## src/tcc_defines.svh

```systemverilog
// constants of the touch controller command interpreter
`ifndef TCC_DEFINES_SVH
`define TCC_DEFINES_SVH
`define TCC_SYNC 8'h55
`define TCC_CMD_TOUCH_EN 8'h12
`define TCC_CMD_TOUCH_DIS 8'h13
`define TCC_CMD_CAL 8'h14
`define TCC_CMD_REG_FETCH 8'h20
`define TCC_CMD_REG_STORE 8'h21
`define TCC_CMD_PARAM_LOAD 8'h23
`define TCC_CMD_NVM_FETCH 8'h28
`define TCC_CMD_NVM_STORE 8'h29
`define TCC_CMD_PARAM_SAVE 8'h2b
`define TCC_CMD_SEL_VENDOR 8'h70
`define TCC_CMD_SEL_POINTER 8'h71
`define TCC_CMD_SEL_PEN 8'h72
`define TCC_ST_OK 8'h00
`define TCC_ST_UNKNOWN 8'h01
`define TCC_ST_TIMEOUT 8'h04
`define TCC_ST_LOAD_FAIL 8'h05
`define TCC_ST_CAL_CANCEL 8'hfc
`define TCC_SZ_ONE 8'h01
`define TCC_SZ_TWO 8'h02
`define TCC_SZ_FETCH 8'h04
`define TCC_SZ_WRITE_MIN 8'h03
`define TCC_MAX_FETCH 8'hfd
`define TCC_CAL_PTS_4 5'h04
`define TCC_CAL_PTS_9 5'h09
`define TCC_CAL_PTS_25 5'h19
`define TCC_REG_WORDS 16
`define TCC_NVM_WORDS 32
`define TCC_CLK_HZ 50000000
`define TCC_PKT_TIMEOUT_MS 250
`endif

```

## src/tcc_pkg.sv

```systemverilog
// types of the touch controller command interpreter
`include "tcc_defines.svh"
package tcc_pkg;
    typedef enum logic [1:0] {ST_RX, ST_REPLY, ST_CAL} tcc_st_e;
    typedef enum logic [1:0] {P_SYNC, P_SIZE, P_DATA} tcc_pst_e;
    typedef enum logic [1:0] {VENDOR_HID, POINTER_HID, PEN_HID} tcc_hid_e;
    typedef enum logic [1:0] {SRC_NONE, SRC_REG, SRC_NVM} tcc_src_e;
    typedef struct packed {
        tcc_st_e st;
        tcc_pst_e pst;
        logic [7:0] sz;
        logic [7:0] cnt;
        logic [7:0] cmd;
        logic [7:0] ahi;
        logic [7:0] alo;
        logic [7:0] nrq;
        logic [23:0] tmr;
        logic rx_rdy;
        tcc_hid_e hid;
        logic touch_en;
        logic cal;
        logic [2:0] cal_type;
        logic [4:0] pts;
        logic pressed;
        logic [7:0] rstat;
        logic [7:0] rcmd;
        logic [7:0] rsize;
        tcc_src_e rsrc;
        logic [7:0] raddr;
        logic [7:0] ridx;
        logic [7:0] b0;
        logic [7:0] b1;
        logic [1:0] bcnt;
        logic vld;
        logic t1;
        logic t2;
        logic f1;
        logic f2;
        logic [`TCC_REG_WORDS-1:0][7:0] regs;
        logic [`TCC_NVM_WORDS-1:0][7:0] nvm;
    } tcc_state_s;
endpackage : tcc_pkg

```

## src/tcc_cmd.sv

```systemverilog
// command packet interpreter of a resistive touch screen controller
// Functional notes
// - calibrate: size 2, code 14h, type 1..4 picks 4, 9, 25 or 4 points
// - one reply per point after press and lift, size 2, echo 14h
// - register fetch reply: size N+2, status, 20h, N values ascending
// - register store: code 21h, addr, values; reply size 2, echo 21h
// - nonvolatile fetch reply: size N+2, status, 28h, N stored bytes
// - nonvolatile store: code 29h, addr, data bytes; reply size 2, 29h
// - code 23h size 1 loads parameter set from store into working RAM
// - code 2Bh copies working parameter set into the store
// - code 70h selects vendor HID type
// - low-level commands accepted only while vendor HID type is selected
// - type selection commands never produce a reply
// - code 71h size 1 selects pointer HID type
// - code 72h size 1 selects pen HID type
// - packets open with sync 55h then size of data section
// - packet unfinished after 250 ms is dropped and parser restarts
// - status codes 00h, 01h, 04h, 05h, FCh
// - reply command byte equals the received command byte, except calibration cancel which carries 14h
`timescale 1ns/1ps
`default_nettype none
`include "tcc_defines.svh"
module tcc_cmd #(
    parameter int unsigned TIMEOUT_CYC =
        `TCC_PKT_TIMEOUT_MS * (`TCC_CLK_HZ / 1000)
) (
    input wire logic mclk_i,        // system clock
    input wire logic rst_i,         // async reset, active high
    input wire logic [7:0] rx_data_i, // command byte from link
    input wire logic rx_valid_i,    // command byte present
    output logic rx_ready_o,        // command byte taken
    output logic [7:0] tx_data_o,   // reply byte to link
    output logic tx_valid_o,        // reply byte present
    input wire logic tx_ready_i,    // link takes reply byte
    input wire logic touch_i,       // panel touched, pin
    input wire logic nvm_fault_i,   // store read failure, pin
    output logic [1:0] hid_type_o,  // default usb device type
    output logic touch_en_o,        // touch reporting enabled
    output logic cal_active_o,      // calibration running
    output logic [2:0] cal_type_o   // calibration type
);
    ////////////////////////////////////////////////////////////////////
    tcc_pkg::tcc_state_s r_reg, r_next;
    logic push, pop, acc, exec, gen, can_push;
    logic [7:0] pbyte, wa;

    function automatic tcc_pkg::tcc_state_s rep(
        input tcc_pkg::tcc_state_s s,
        input logic [7:0] stat,
        input logic [7:0] cmd,
        input logic [7:0] size,
        input tcc_pkg::tcc_src_e src
    );
        tcc_pkg::tcc_state_s o;
        o = s;
        o.st = tcc_pkg::ST_REPLY;
        o.rstat = stat;
        o.rcmd = cmd;
        o.rsize = size;
        o.rsrc = src;
        o.ridx = 8'h00;
        return o;
    endfunction : rep

    ////////////////////////////////////////////////////////////////////
    always_comb
    begin
        r_next = r_reg;
        push = 1'b0;
        pbyte = 8'h00;
        exec = 1'b0;
        r_next.t1 = touch_i;
        r_next.t2 = r_reg.t1;
        r_next.f1 = nvm_fault_i;
        r_next.f2 = r_reg.f1;
        pop = r_reg.vld && tx_ready_i;
        can_push = (r_reg.bcnt != 2'd2) || pop;
        acc = r_reg.rx_rdy && rx_valid_i;
        gen = r_reg.hid == tcc_pkg::VENDOR_HID;
        wa = 8'(r_reg.alo + r_reg.cnt - `TCC_SZ_WRITE_MIN);
        case (r_reg.st)
            tcc_pkg::ST_RX:
            begin
                if (r_reg.pst != tcc_pkg::P_SYNC)
                    r_next.tmr = 24'(r_reg.tmr + 24'h1);
                if (acc)
                begin
                    case (r_reg.pst)
                        tcc_pkg::P_SYNC:
                        begin
                            if (rx_data_i == `TCC_SYNC)
                            begin
                                r_next.pst = tcc_pkg::P_SIZE;
                                r_next.tmr = 24'h0;
                                r_next.cmd = 8'h00;
                            end
                        end
                        tcc_pkg::P_SIZE:
                        begin
                            r_next.sz = rx_data_i;
                            r_next.cnt = 8'h00;
                            r_next.pst = (rx_data_i == 8'h00) ?
                                tcc_pkg::P_SYNC : tcc_pkg::P_DATA;
                        end
                        tcc_pkg::P_DATA:
                        begin
                            case (r_reg.cnt)
                                8'h00: r_next.cmd = rx_data_i;
                                8'h01: r_next.ahi = rx_data_i;
                                8'h02: r_next.alo = rx_data_i;
                                8'h03: r_next.nrq = rx_data_i;
                                default: ;
                            endcase
                            if (r_reg.cnt >= `TCC_SZ_WRITE_MIN && gen &&
                                r_reg.ahi == 8'h00 &&
                                r_reg.cmd == `TCC_CMD_REG_STORE)
                                r_next.regs[wa[3:0]] = rx_data_i;
                            if (r_reg.cnt >= `TCC_SZ_WRITE_MIN && gen &&
                                r_reg.ahi == 8'h00 &&
                                r_reg.cmd == `TCC_CMD_NVM_STORE)
                                r_next.nvm[wa[4:0]] = rx_data_i;
                            r_next.cnt = 8'(r_reg.cnt + 8'h01);
                            if (8'(r_reg.cnt + 8'h01) == r_reg.sz)
                            begin
                                exec = 1'b1;
                                r_next.pst = tcc_pkg::P_SYNC;
                            end
                        end
                        default: r_next.pst = tcc_pkg::P_SYNC;
                    endcase
                end
                else if (r_reg.pst != tcc_pkg::P_SYNC &&
                         r_reg.tmr == 24'(TIMEOUT_CYC - 1))
                begin
                    r_next.pst = tcc_pkg::P_SYNC;
                    if (gen)
                        r_next = rep(r_next, `TCC_ST_TIMEOUT, r_reg.cmd,
                                     `TCC_SZ_TWO, tcc_pkg::SRC_NONE);
                end
                if (exec)
                begin
                    if (r_next.cmd == `TCC_CMD_SEL_VENDOR ||
                        r_next.cmd == `TCC_CMD_SEL_POINTER ||
                        r_next.cmd == `TCC_CMD_SEL_PEN)
                    begin
                        if (r_reg.sz == `TCC_SZ_ONE)
                            r_next.hid = (r_next.cmd == `TCC_CMD_SEL_VENDOR) ?
                                tcc_pkg::VENDOR_HID :
                                (r_next.cmd == `TCC_CMD_SEL_POINTER) ?
                                tcc_pkg::POINTER_HID : tcc_pkg::PEN_HID;
                    end
                    // other commands only in vendor type
                    else if (gen)
                    begin
                        r_next = rep(r_next, `TCC_ST_UNKNOWN, r_next.cmd,
                                     `TCC_SZ_TWO, tcc_pkg::SRC_NONE);
                        case (r_next.cmd)
                            `TCC_CMD_TOUCH_EN, `TCC_CMD_TOUCH_DIS:
                                if (r_reg.sz == `TCC_SZ_ONE)
                                begin
                                    r_next.touch_en =
                                        r_next.cmd == `TCC_CMD_TOUCH_EN;
                                    r_next.rstat = `TCC_ST_OK;
                                end
                            `TCC_CMD_CAL:
                                if (r_reg.sz == `TCC_SZ_TWO &&
                                    r_next.ahi >= 8'h01 &&
                                    r_next.ahi <= 8'h04)
                                begin
                                    r_next.st = tcc_pkg::ST_CAL;
                                    r_next.cal = 1'b1;
                                    r_next.pressed = 1'b0;
                                    r_next.cal_type = r_next.ahi[2:0];
                                    r_next.pts = (r_next.ahi == 8'h02) ?
                                        `TCC_CAL_PTS_9 :
                                        (r_next.ahi == 8'h03) ?
                                        `TCC_CAL_PTS_25 : `TCC_CAL_PTS_4;
                                end
                            `TCC_CMD_REG_FETCH, `TCC_CMD_NVM_FETCH:
                                if (r_reg.sz == `TCC_SZ_FETCH &&
                                    r_next.ahi == 8'h00 &&
                                    r_next.nrq <= `TCC_MAX_FETCH)
                                begin
                                    r_next.rstat = `TCC_ST_OK;
                                    r_next.rsize =
                                        8'(r_next.nrq + `TCC_SZ_TWO);
                                    r_next.raddr = r_next.alo;
                                    r_next.rsrc =
                                        (r_next.cmd == `TCC_CMD_REG_FETCH) ?
                                        tcc_pkg::SRC_REG : tcc_pkg::SRC_NVM;
                                end
                            `TCC_CMD_REG_STORE, `TCC_CMD_NVM_STORE:
                                if (r_next.ahi == 8'h00 &&
                                    r_reg.sz >= `TCC_SZ_WRITE_MIN)
                                    r_next.rstat = `TCC_ST_OK;
                            `TCC_CMD_PARAM_LOAD:
                                if (r_reg.sz == `TCC_SZ_ONE)
                                begin
                                    r_next.rstat = r_reg.f2 ?
                                        `TCC_ST_LOAD_FAIL : `TCC_ST_OK;
                                    if (!r_reg.f2)
                                        r_next.regs =
                                            r_reg.nvm[`TCC_REG_WORDS-1:0];
                                end
                            `TCC_CMD_PARAM_SAVE:
                                if (r_reg.sz == `TCC_SZ_ONE)
                                begin
                                    r_next.rstat = `TCC_ST_OK;
                                    r_next.nvm[`TCC_REG_WORDS-1:0] =
                                        r_reg.regs;
                                end
                            default: ;
                        endcase
                    end
                end
            end
            tcc_pkg::ST_REPLY:
            begin
                if (can_push)
                begin
                    push = 1'b1;
                    case (r_reg.ridx)
                        8'h00: pbyte = `TCC_SYNC;
                        8'h01: pbyte = r_reg.rsize;
                        8'h02: pbyte = r_reg.rstat;
                        8'h03: pbyte = r_reg.rcmd;
                        default: pbyte = (r_reg.rsrc == tcc_pkg::SRC_REG) ?
                            r_reg.regs[r_reg.raddr[3:0]] :
                            r_reg.nvm[r_reg.raddr[4:0]];
                    endcase
                    if (r_reg.ridx > 8'h03)
                        r_next.raddr = 8'(r_reg.raddr + 8'h01);
                    r_next.ridx = 8'(r_reg.ridx + 8'h01);
                    if (r_reg.ridx == 8'(r_reg.rsize + 8'h01))
                        r_next.st = r_reg.cal ? tcc_pkg::ST_CAL :
                                                tcc_pkg::ST_RX;
                end
            end
            tcc_pkg::ST_CAL:
            begin
                if (acc)
                begin
                    r_next.cal = 1'b0;
                    r_next.pts = 5'h00;
                    r_next = rep(r_next, `TCC_ST_CAL_CANCEL, `TCC_CMD_CAL,
                                 `TCC_SZ_TWO, tcc_pkg::SRC_NONE);
                end
                else if (!r_reg.pressed && r_reg.t2)
                    r_next.pressed = 1'b1;
                else if (r_reg.pressed && !r_reg.t2)
                begin
                    r_next.pressed = 1'b0;
                    r_next.pts = 5'(r_reg.pts - 5'h01);
                    r_next.cal = r_reg.pts != 5'h01;
                    r_next = rep(r_next, `TCC_ST_OK, `TCC_CMD_CAL,
                                 `TCC_SZ_TWO, tcc_pkg::SRC_NONE);
                end
            end
            default: r_next.st = tcc_pkg::ST_RX;
        endcase
        r_next.rx_rdy = r_next.st != tcc_pkg::ST_REPLY;
        if (pop)
        begin
            r_next.b0 = r_reg.b1;
            r_next.bcnt = 2'(r_reg.bcnt - 2'd1);
        end
        if (push)
        begin
            if (r_next.bcnt == 2'd0)
                r_next.b0 = pbyte;
            else
                r_next.b1 = pbyte;
            r_next.bcnt = 2'(r_next.bcnt + 2'd1);
        end
        r_next.vld = r_next.bcnt != 2'd0;
    end

    always_ff @(posedge mclk_i or posedge rst_i)
    begin
        if (rst_i)
            r_reg <= '0;
        else
            r_reg <= r_next;
    end

    assign rx_ready_o = r_reg.rx_rdy;
    assign tx_data_o = r_reg.b0;
    assign tx_valid_o = r_reg.vld;
    assign hid_type_o = r_reg.hid;
    assign touch_en_o = r_reg.touch_en;
    assign cal_active_o = r_reg.cal;
    assign cal_type_o = r_reg.cal_type;
endmodule : tcc_cmd
`default_nettype wire

```

## config.mk

```make
export PLATFORM = sky130hd
export DESIGN_NAME = tcc_cmd
export DESIGN_NICKNAME = d
export VERILOG_FILES = /design/src/tcc_pkg.sv /design/src/tcc_cmd.sv
export VERILOG_INCLUDE_DIRS = /design/src
export SDC_FILE = /design/constraint.sdc
export NUM_CORES = 2
export LEC_CHECK = 0
export ABC_AREA = 1
export BUFFER_PORTS_ARGS = -buffer_cell sky130_fd_sc_hd__buf_2
export CORE_MARGIN = 3
export CORE_UTILIZATION = 55
export DETAILED_ROUTE_END_ITERATION = 7
export PLACE_DENSITY = 0.68
export SYNTH_ARGS = -nofsm -noshare
export SYNTH_HDL_FRONTEND = slang
export SYNTH_SLANG_ARGS = --single-unit
export TNS_END_PERCENT = 1
```

## constraint.sdc

```tcl
create_clock -name mclk_i -period 21.8 [get_ports mclk_i]
set_input_delay 4.36 -clock mclk_i [delete_from_list [all_inputs] [get_ports mclk_i]]
set_output_delay 4.36 -clock mclk_i [all_outputs]
set_load 0.005 [all_outputs]
```

Yosys cells after proc, flatten, opt, wreduce, memory -nomap -nowiden
Cells that the tools add are included.
{ "word_totals": {"ff_bits": 539, "in_bits": 14, "output_inout_bits": 17, "elab_cells": 287} }
{ "op_classes": {"mux": 98, "addsub": 11, "bitwise_logic": 1, "magnitude_cmp": 12, "n_eq_ne": 43, "n_reduce_logical": 44} }
{ "op_table": {"columns": ["op", "count"], "rows": [
  ["2-to-1 mux 539 bit", 8],
  ["case mux 407 bit (2 select lines)", 1],
  ["2-to-1 mux 128 bit", 6],
  ["2-to-1 mux 384 bit", 2],
  ["2-to-1 mux 460 bit", 1],
  ["2-to-1 mux 449 bit", 1],
  ["bitwise mux 256 bit", 1],
  ["2-to-1 mux 256 bit", 1],
  ["case mux 114 bit (2 select lines)", 1],
  ["2-to-1 mux 74 bit", 2],
  ["2-to-1 mux 8 bit", 17],
  ["bitwise mux 128 bit", 1],
  ["2-to-1 mux 24 bit", 5],
  ["2-to-1 mux 89 bit", 1],
  ["2-to-1 mux 79 bit", 1],
  ["2-to-1 mux 77 bit", 1],
  ["== test 8 x 6 -> 1 bit (second input constant)", 8],
  ["case mux 8 bit (4 select lines)", 2],
  ["== test 8 x 2 -> 1 bit (second input constant)", 7],
  ["2-to-1 mux 18 bit", 3],
  ["case mux 16 bit (3 select lines)", 1],
  ["binary-select mux 8 bit (select 5 bit)", 1],
  ["demux 8 bit (select 5 bit)", 1],
  ["zero test 8 bit", 5],
  ["51 further kinds", 131]
]} }

Longest topological paths before layout
{ "depth": {"depth_word": 23, "ltp_mapped": 21, "ltp_nobuf": 20} }

Worst setup path after synthesis
Ideal clock, no wire load.
{ "synth_path": {"path_type": "in2reg", "startpoint": "input port rx_valid_i", "endpoint": "register r_reg[432] (netlist name)", "stages": 15, "setup_ps": 83, "slack_ps": 15425, "path_buffers": 2, "arrival_time_ps": 6293, "required_time_ps": 21717, "path_cell_list": "nand2_1 -> nor2_2 -> buf_2 -> nand3_2 -> buf_2 -> nand2_1 -> o21a_1 -> ha_1 -> o211ai_1 -> nor3_1 -> xor2_1 -> nand2_1 -> nand2_1 -> nand2_1 -> o21ai_0"} }
{ "synth_via": {"elab_chain_len": 12, "elab_cells_between_ends": 29, "cone_classes": "add/sub: 1; order compare: 1; eq/ne: 7; mux: 12; reduce/logical: 8"} }
{ "synth_lines": {"columns": ["item", "line_no", "source"], "rows": [
  ["start: declaration", "tcc_cmd.sv:30", "input wire logic rx_valid_i,"],
  ["logical AND 1 bit *", "tcc_cmd.sv:78", "acc = r_reg.rx_rdy && rx_valid_i;"],
  ["parallel branches: the longest is 11 deep, another holds <= comparator 8 bit", null, null],
  ["end signal: assignment", "tcc_cmd.sv:283", "r_reg <= r_next;"],
  ["end: declaration", "tcc_cmd.sv:43", "tcc_pkg::tcc_state_s r_reg, r_next;"]
]} }
Mark *: on every way between the ends. The select of a mux whose other input is x is not followed.
A chain may end at the register's enable or synchronous reset.

Worst setup path after layout
{ "layout_path": {"startpoint": "input port rx_data_i[3]", "endpoint": "register r_reg[287] (netlist name)"} }
{ "layout_via": {"elab_chain_len": 11, "elab_cells_between_ends": 17, "cone_classes": "eq/ne: 5; mux: 10; reduce/logical: 2"} }
{ "layout_lines": {"columns": ["item", "line_no", "source"], "rows": [
  ["start: declaration", "tcc_cmd.sv:29", "input wire logic [7:0] rx_data_i,"],
  ["== test 8 x 7 -> 1 bit (no line)", null, null],
  ["2-to-1 mux 8 bit", "tcc_cmd.sv:91", "if (rx_data_i == `TCC_SYNC)"],
  ["case mux 8 bit (2 select lines) *", "tcc_cmd.sv:88", "case (r_reg.pst)"],
  ["2-to-1 mux 74 bit *", "tcc_cmd.sv:86", "if (acc)"],
  ["2-to-1 mux 74 bit *", "tcc_cmd.sv:81", "case (r_reg.st)"],
  ["== test 8 x 6 -> 1 bit / == test 8 x 7 -> 1 bit (equally long branches)", null, null],
  ["2-to-1 mux 128 bit / logical OR 1 bit (equally long branches)", null, null],
  ["2-to-1 mux 539 bit / logical OR 1 bit (equally long branches)", null, null],
  ["2-to-1 mux 460 bit *", "tcc_cmd.sv:142", "if (r_next.cmd == `TCC_CMD_SEL_VENDOR ||"],
  ["2-to-1 mux 539 bit *", "tcc_cmd.sv:140", "if (exec)"],
  ["case mux 407 bit (2 select lines) *", "tcc_cmd.sv:81", null]
]} }
Every way passes the cells marked *; elsewhere a longest branch is shown, timed or not. The select of a mux whose other input is x is not followed.

==> results.toml <==
[clock_tree]
postCtsHoldBufs = 0
clkTransAtPathRegs_ns = 0.06
cts_resized = 0
clock_path_buffers = 3
cts_root_buf = "clkbuf_16"
numCtsBuffers = 59
cts_setup_buffers = 0
cts_tree = "done"
cts.htree.levels = 2
insertion_delay_ns = 0.65
cts.sinks = 533

[power_and_ir_drop]
power_frac_comb_pct = 44.1
p_clk_share_pct = 25.0
intPower_mw = 2.287
peakVddDrop_mv = 0.09531
power_density_nw_per_um2 = 120.7
p_switching_mw = 1.982
p_sw_share_pct = 46.43
p_leak_nw = 15.16
sequentialPowerShare_pct = 30.9

[floorplanning]
core_sq_um = 59580
num_rows = 89
die_h_microns = 252.6
ioPinCount = 31
die_area_sq_um = 63810
start_util_pct = 56.15
die_x_microns = 252.6

[critical_path]
required_ns = 22.27
path_common_cell = "nand2_1"
critical_path.max_fanout = 65
path_class = "input port to register"
crit_path_end = "r_reg[287]$_DFFE_PP0P_"
endpoint_kind = "register"
rr_worst_depth = 18
path_cells = "buf_2, inv_2, nand2_1, nor2_1, nand2_1, nand2_1, nand2_2, nand2_1, nand2_2, nor2_4, nand3_2, nor2_4, nand3_4, buf_4, nor2_8, buf_4, buf_4, nand2_1, nand3_1, o21ai_0"
startpoint = "rx_data_i[3]"
cp_slowest_cell = "nor2_8"
startpoint_type = "input port"
r2r-end = "r_reg[287]$_DFFE_PP0P_"
regToRegStartpoint = "r_reg[519]$_DFFE_PP0P_"
path_depth = 20
crit_buf_inv = 5
critPathArrivalTime_ns = 9.86
slowest_delay_ns = 0.93
cpLargestDelayFamily = "buffers and inverters"
reg2reg_slack_ns = 16.33

[synthesis]
synthAdderAreaFrac_pct = 1.145
ys_seq_elements = 533
synth-xor-area-share_pct = 0.7331
synth_top_family_by_area = "simple AND/OR/NAND/NOR gates"
synthCells = 4783
muxShareOfSynthArea_pct = 0.1646
async_flop_share_pct = 100.0
synth-compound-area-share_pct = 23.10
syn_area_sq_um = 33450
synth_edf_count = 0
avgSynthCellArea_sq_um = 6.993
synth_nets = 4827
ys_seq_area_share_pct = 39.87
synth_simple_gate_area_share_pct = 24.78
synthDistinctLibCells = 52
yosys_most_used_dff = "dfrtp_1"
ys_warn_count = 0

[min_path]
hold_path.startpoint = "r_reg[385]$_DFF_PP0_"
holdCritPathClass = "register to register"

[timing]
holdWs_ns = 0.3497
slew_headroom_pct = 16.73
report.final.slew_viol_count = 0
clock_skew_ns = 0.02996
tightest_slew_ns = 1.239
hold_violations = 0
rsz0062_at_grt = "false"
timing.fmax_mhz = 106.4
post-route-min-period_ns = 9.395
finalSetupTns_ns = 0
layout_worst_path_cycle_share_pct = 43.10
setup-violations-final = 0

[global_route]
grt_overflow = 0
antenna_found_initial = 1
grt_pass1_wl_microns = 177100
grt.total_usage_pct = 35.15
grt_pass1_vias = 29816
grt_max_degree = 140

[routing]
routed.top_layer = "met5"
wl_per_cell_microns = 21.12
drt_wl_total_microns = 113900
met2WireLength_microns = 49340
dr.first_iter.drc_count = 4198
drt_first_pass_iters = 7
viasPerCell = 6.130
wl_met1_microns = 49000
vias = 33048
ant_nets = 0
drc = 0
met3WireLength_microns = 11580

[run_status]
status = "complete, no violations"

[flow_run]
max_cap_violations = 0

[layout]
n_antenna_cell = 0
drive_above_1_share_pct = 7.492
fin_area_sq_um = 35370
nets = 4613
fillers = 5635
largest_reg_flops = 516
syn_to_final_growth_pct = 5.730

[placement]
gp_congestion = 0.9458
dp_hpwl_microns = 68950
port_buffers = 30
place_area_sq_um = 33330
power groups by stage:
| stage | Combinational, mW | Sequential [mW] | Clock [mW] |
|---|---|---|---|
| 6_report | 1.88 | 1.32 | 1.07 |
| 3_5_place_dp | 1.82 | 1.33 | 0 |
| 4_1_cts | 1.83 | 1.31 | 1.07 |
| 2_1_floorplan | 1.31 | 1.27 | 0 |
| 3_3_place_gp | 1.80 | 1.33 | 0 |
| 5_1_grt | 2.06 | 1.34 | 1.11 |
final cells by class:
class                           instances  area (sq um)  area share (%)
Inverter                              471          1782           5.038
Tap cell                              773         967.2           2.735
Clock inverter                         21         249.0          0.7040
Clock buffer                           89          1789           5.059
Sequential cell                       533         13350           37.74
Multi-Input combinational cell       3428         16720           47.29
Timing Repair Buffer                   76         508.0           1.436
placed cells by master (no fill, tap or decap), types with 7 or more instances in the layout:
cell and count:
o21ai_1 214, nand2_1 919, nor2_1 207, clkinv_2 12, nor4_1 14, nor2_2 7
o22ai_1 71, nand4_1 33, buf_4 45, ha_1 28, clkbuf_8 20, a21oi_1 173
o21ai_0 1006, inv_2 10, clkbuf_16 59, dfrtp_1 530, o211ai_1 8, nand2_2 109
nor3_1 159, clkbuf_1 10, inv_1 455, xor2_1 24, a221oi_1 7, a31oi_1 8
buf_2 30, nand3_1 376, nor2_4 7
worst reg2reg max path, cell delays in order, from the launching register on:
cell,delay (ns)
dfrtp_1,0.49
inv_1,0.22
ha_1,0.23
nand2_4,0.11
nor2_8,0.21
nand2_1,0.09
nand3_1,0.10
nand2_2,0.11
nor2_4,0.21
nand3_2,0.11
nor2_4,0.17
nand3_4,0.07
buf_4,0.35
nor2_8,0.95
buf_4,0.80
buf_4,0.72
nand2_1,0.15
nand3_1,0.11
o21ai_0,0.11
routing by layer:
metal | GRT usage [%] | vias up
met4 | 11.80 | 2
met3 | 7.080 | 242
met2 | 53.33 | 1634
li1 | - | 15538
met5 | 0 | -
met1 | 50.48 | 15632
synthesized netlist by cell type (4+ instances only):
master	number	share of area (%)
buf_4	14	0.31
ha_1	29	1.1
nor4_1	14	0.26
xnor2_1	4	0.10
nand3_1	376	5.6
nor2_1	208	2.3
buf_6	7	0.24
dfrtp_1	533	40
nand2_4	5	0.17
a31oi_1	8	0.15
nand3_2	4	0.12
xor2_1	24	0.63
o21ai_0	1006	15
inv_1	460	5.2
nand2_1	920	10
a221oi_1	7	0.18
o211ai_1	8	0.18
o21ai_1	214	3.2
a21oi_1	173	2.6
nor2_2	7	0.13
nand4_1	33	0.62
o22ai_1	71	1.3
o31ai_1	6	0.13
mux2_2	4	0.13
clkbuf_1	264	3.0
buf_1	19	0.21
nand2_2	109	2.0
or2_2	6	0.11
inv_2	8	0.090
nor3_1	159	2.4
buf_2	35	0.52
buf_12	11	0.66
nor2_4	6	0.20
logic make-up after synthesis:
family / after synthesis
simple gates: 1861
flops: 533
fa+ha+maj: 30
mux: 5
compound gates: 1504
buf+inv: 822
xor+xnor: 28
per-stage QoR:
stage          setup WS (ns)  power [mW]  cells  utilization, %
2_1_floorplan          2.545       2.583   4783               -
3_3_place_gp           12.03       3.133   5281           55.94
3_5_place_dp           11.98       3.154   5281           55.94
4_1_cts                12.64       4.216   5391           59.36
5_1_grt                12.14       4.513   5391           59.36
6_report               12.41       4.270   5391           59.36
how the worst min path moves through the flow:
| stage | slack (ns) | cells past startpoint | end |
|---|---|---|---|
| 2_1_floorplan | 0.33 | 0 | r_reg[384]$_DFF_PP0_ |
| 3_3_place_gp | 0.33 | 0 | r_reg[384]$_DFF_PP0_ |
| 3_5_place_dp | 0.34 | 0 | r_reg[384]$_DFF_PP0_ |
| 4_1_cts | 0.35 | 0 | r_reg[384]$_DFF_PP0_ |
| 5_1_grt | 0.37 | 0 | r_reg[384]$_DFF_PP0_ |
| 6_report | 0.35 | 0 | r_reg[384]$_DFF_PP0_ |
Note: power is estimated with default switching activity, not from simulation.
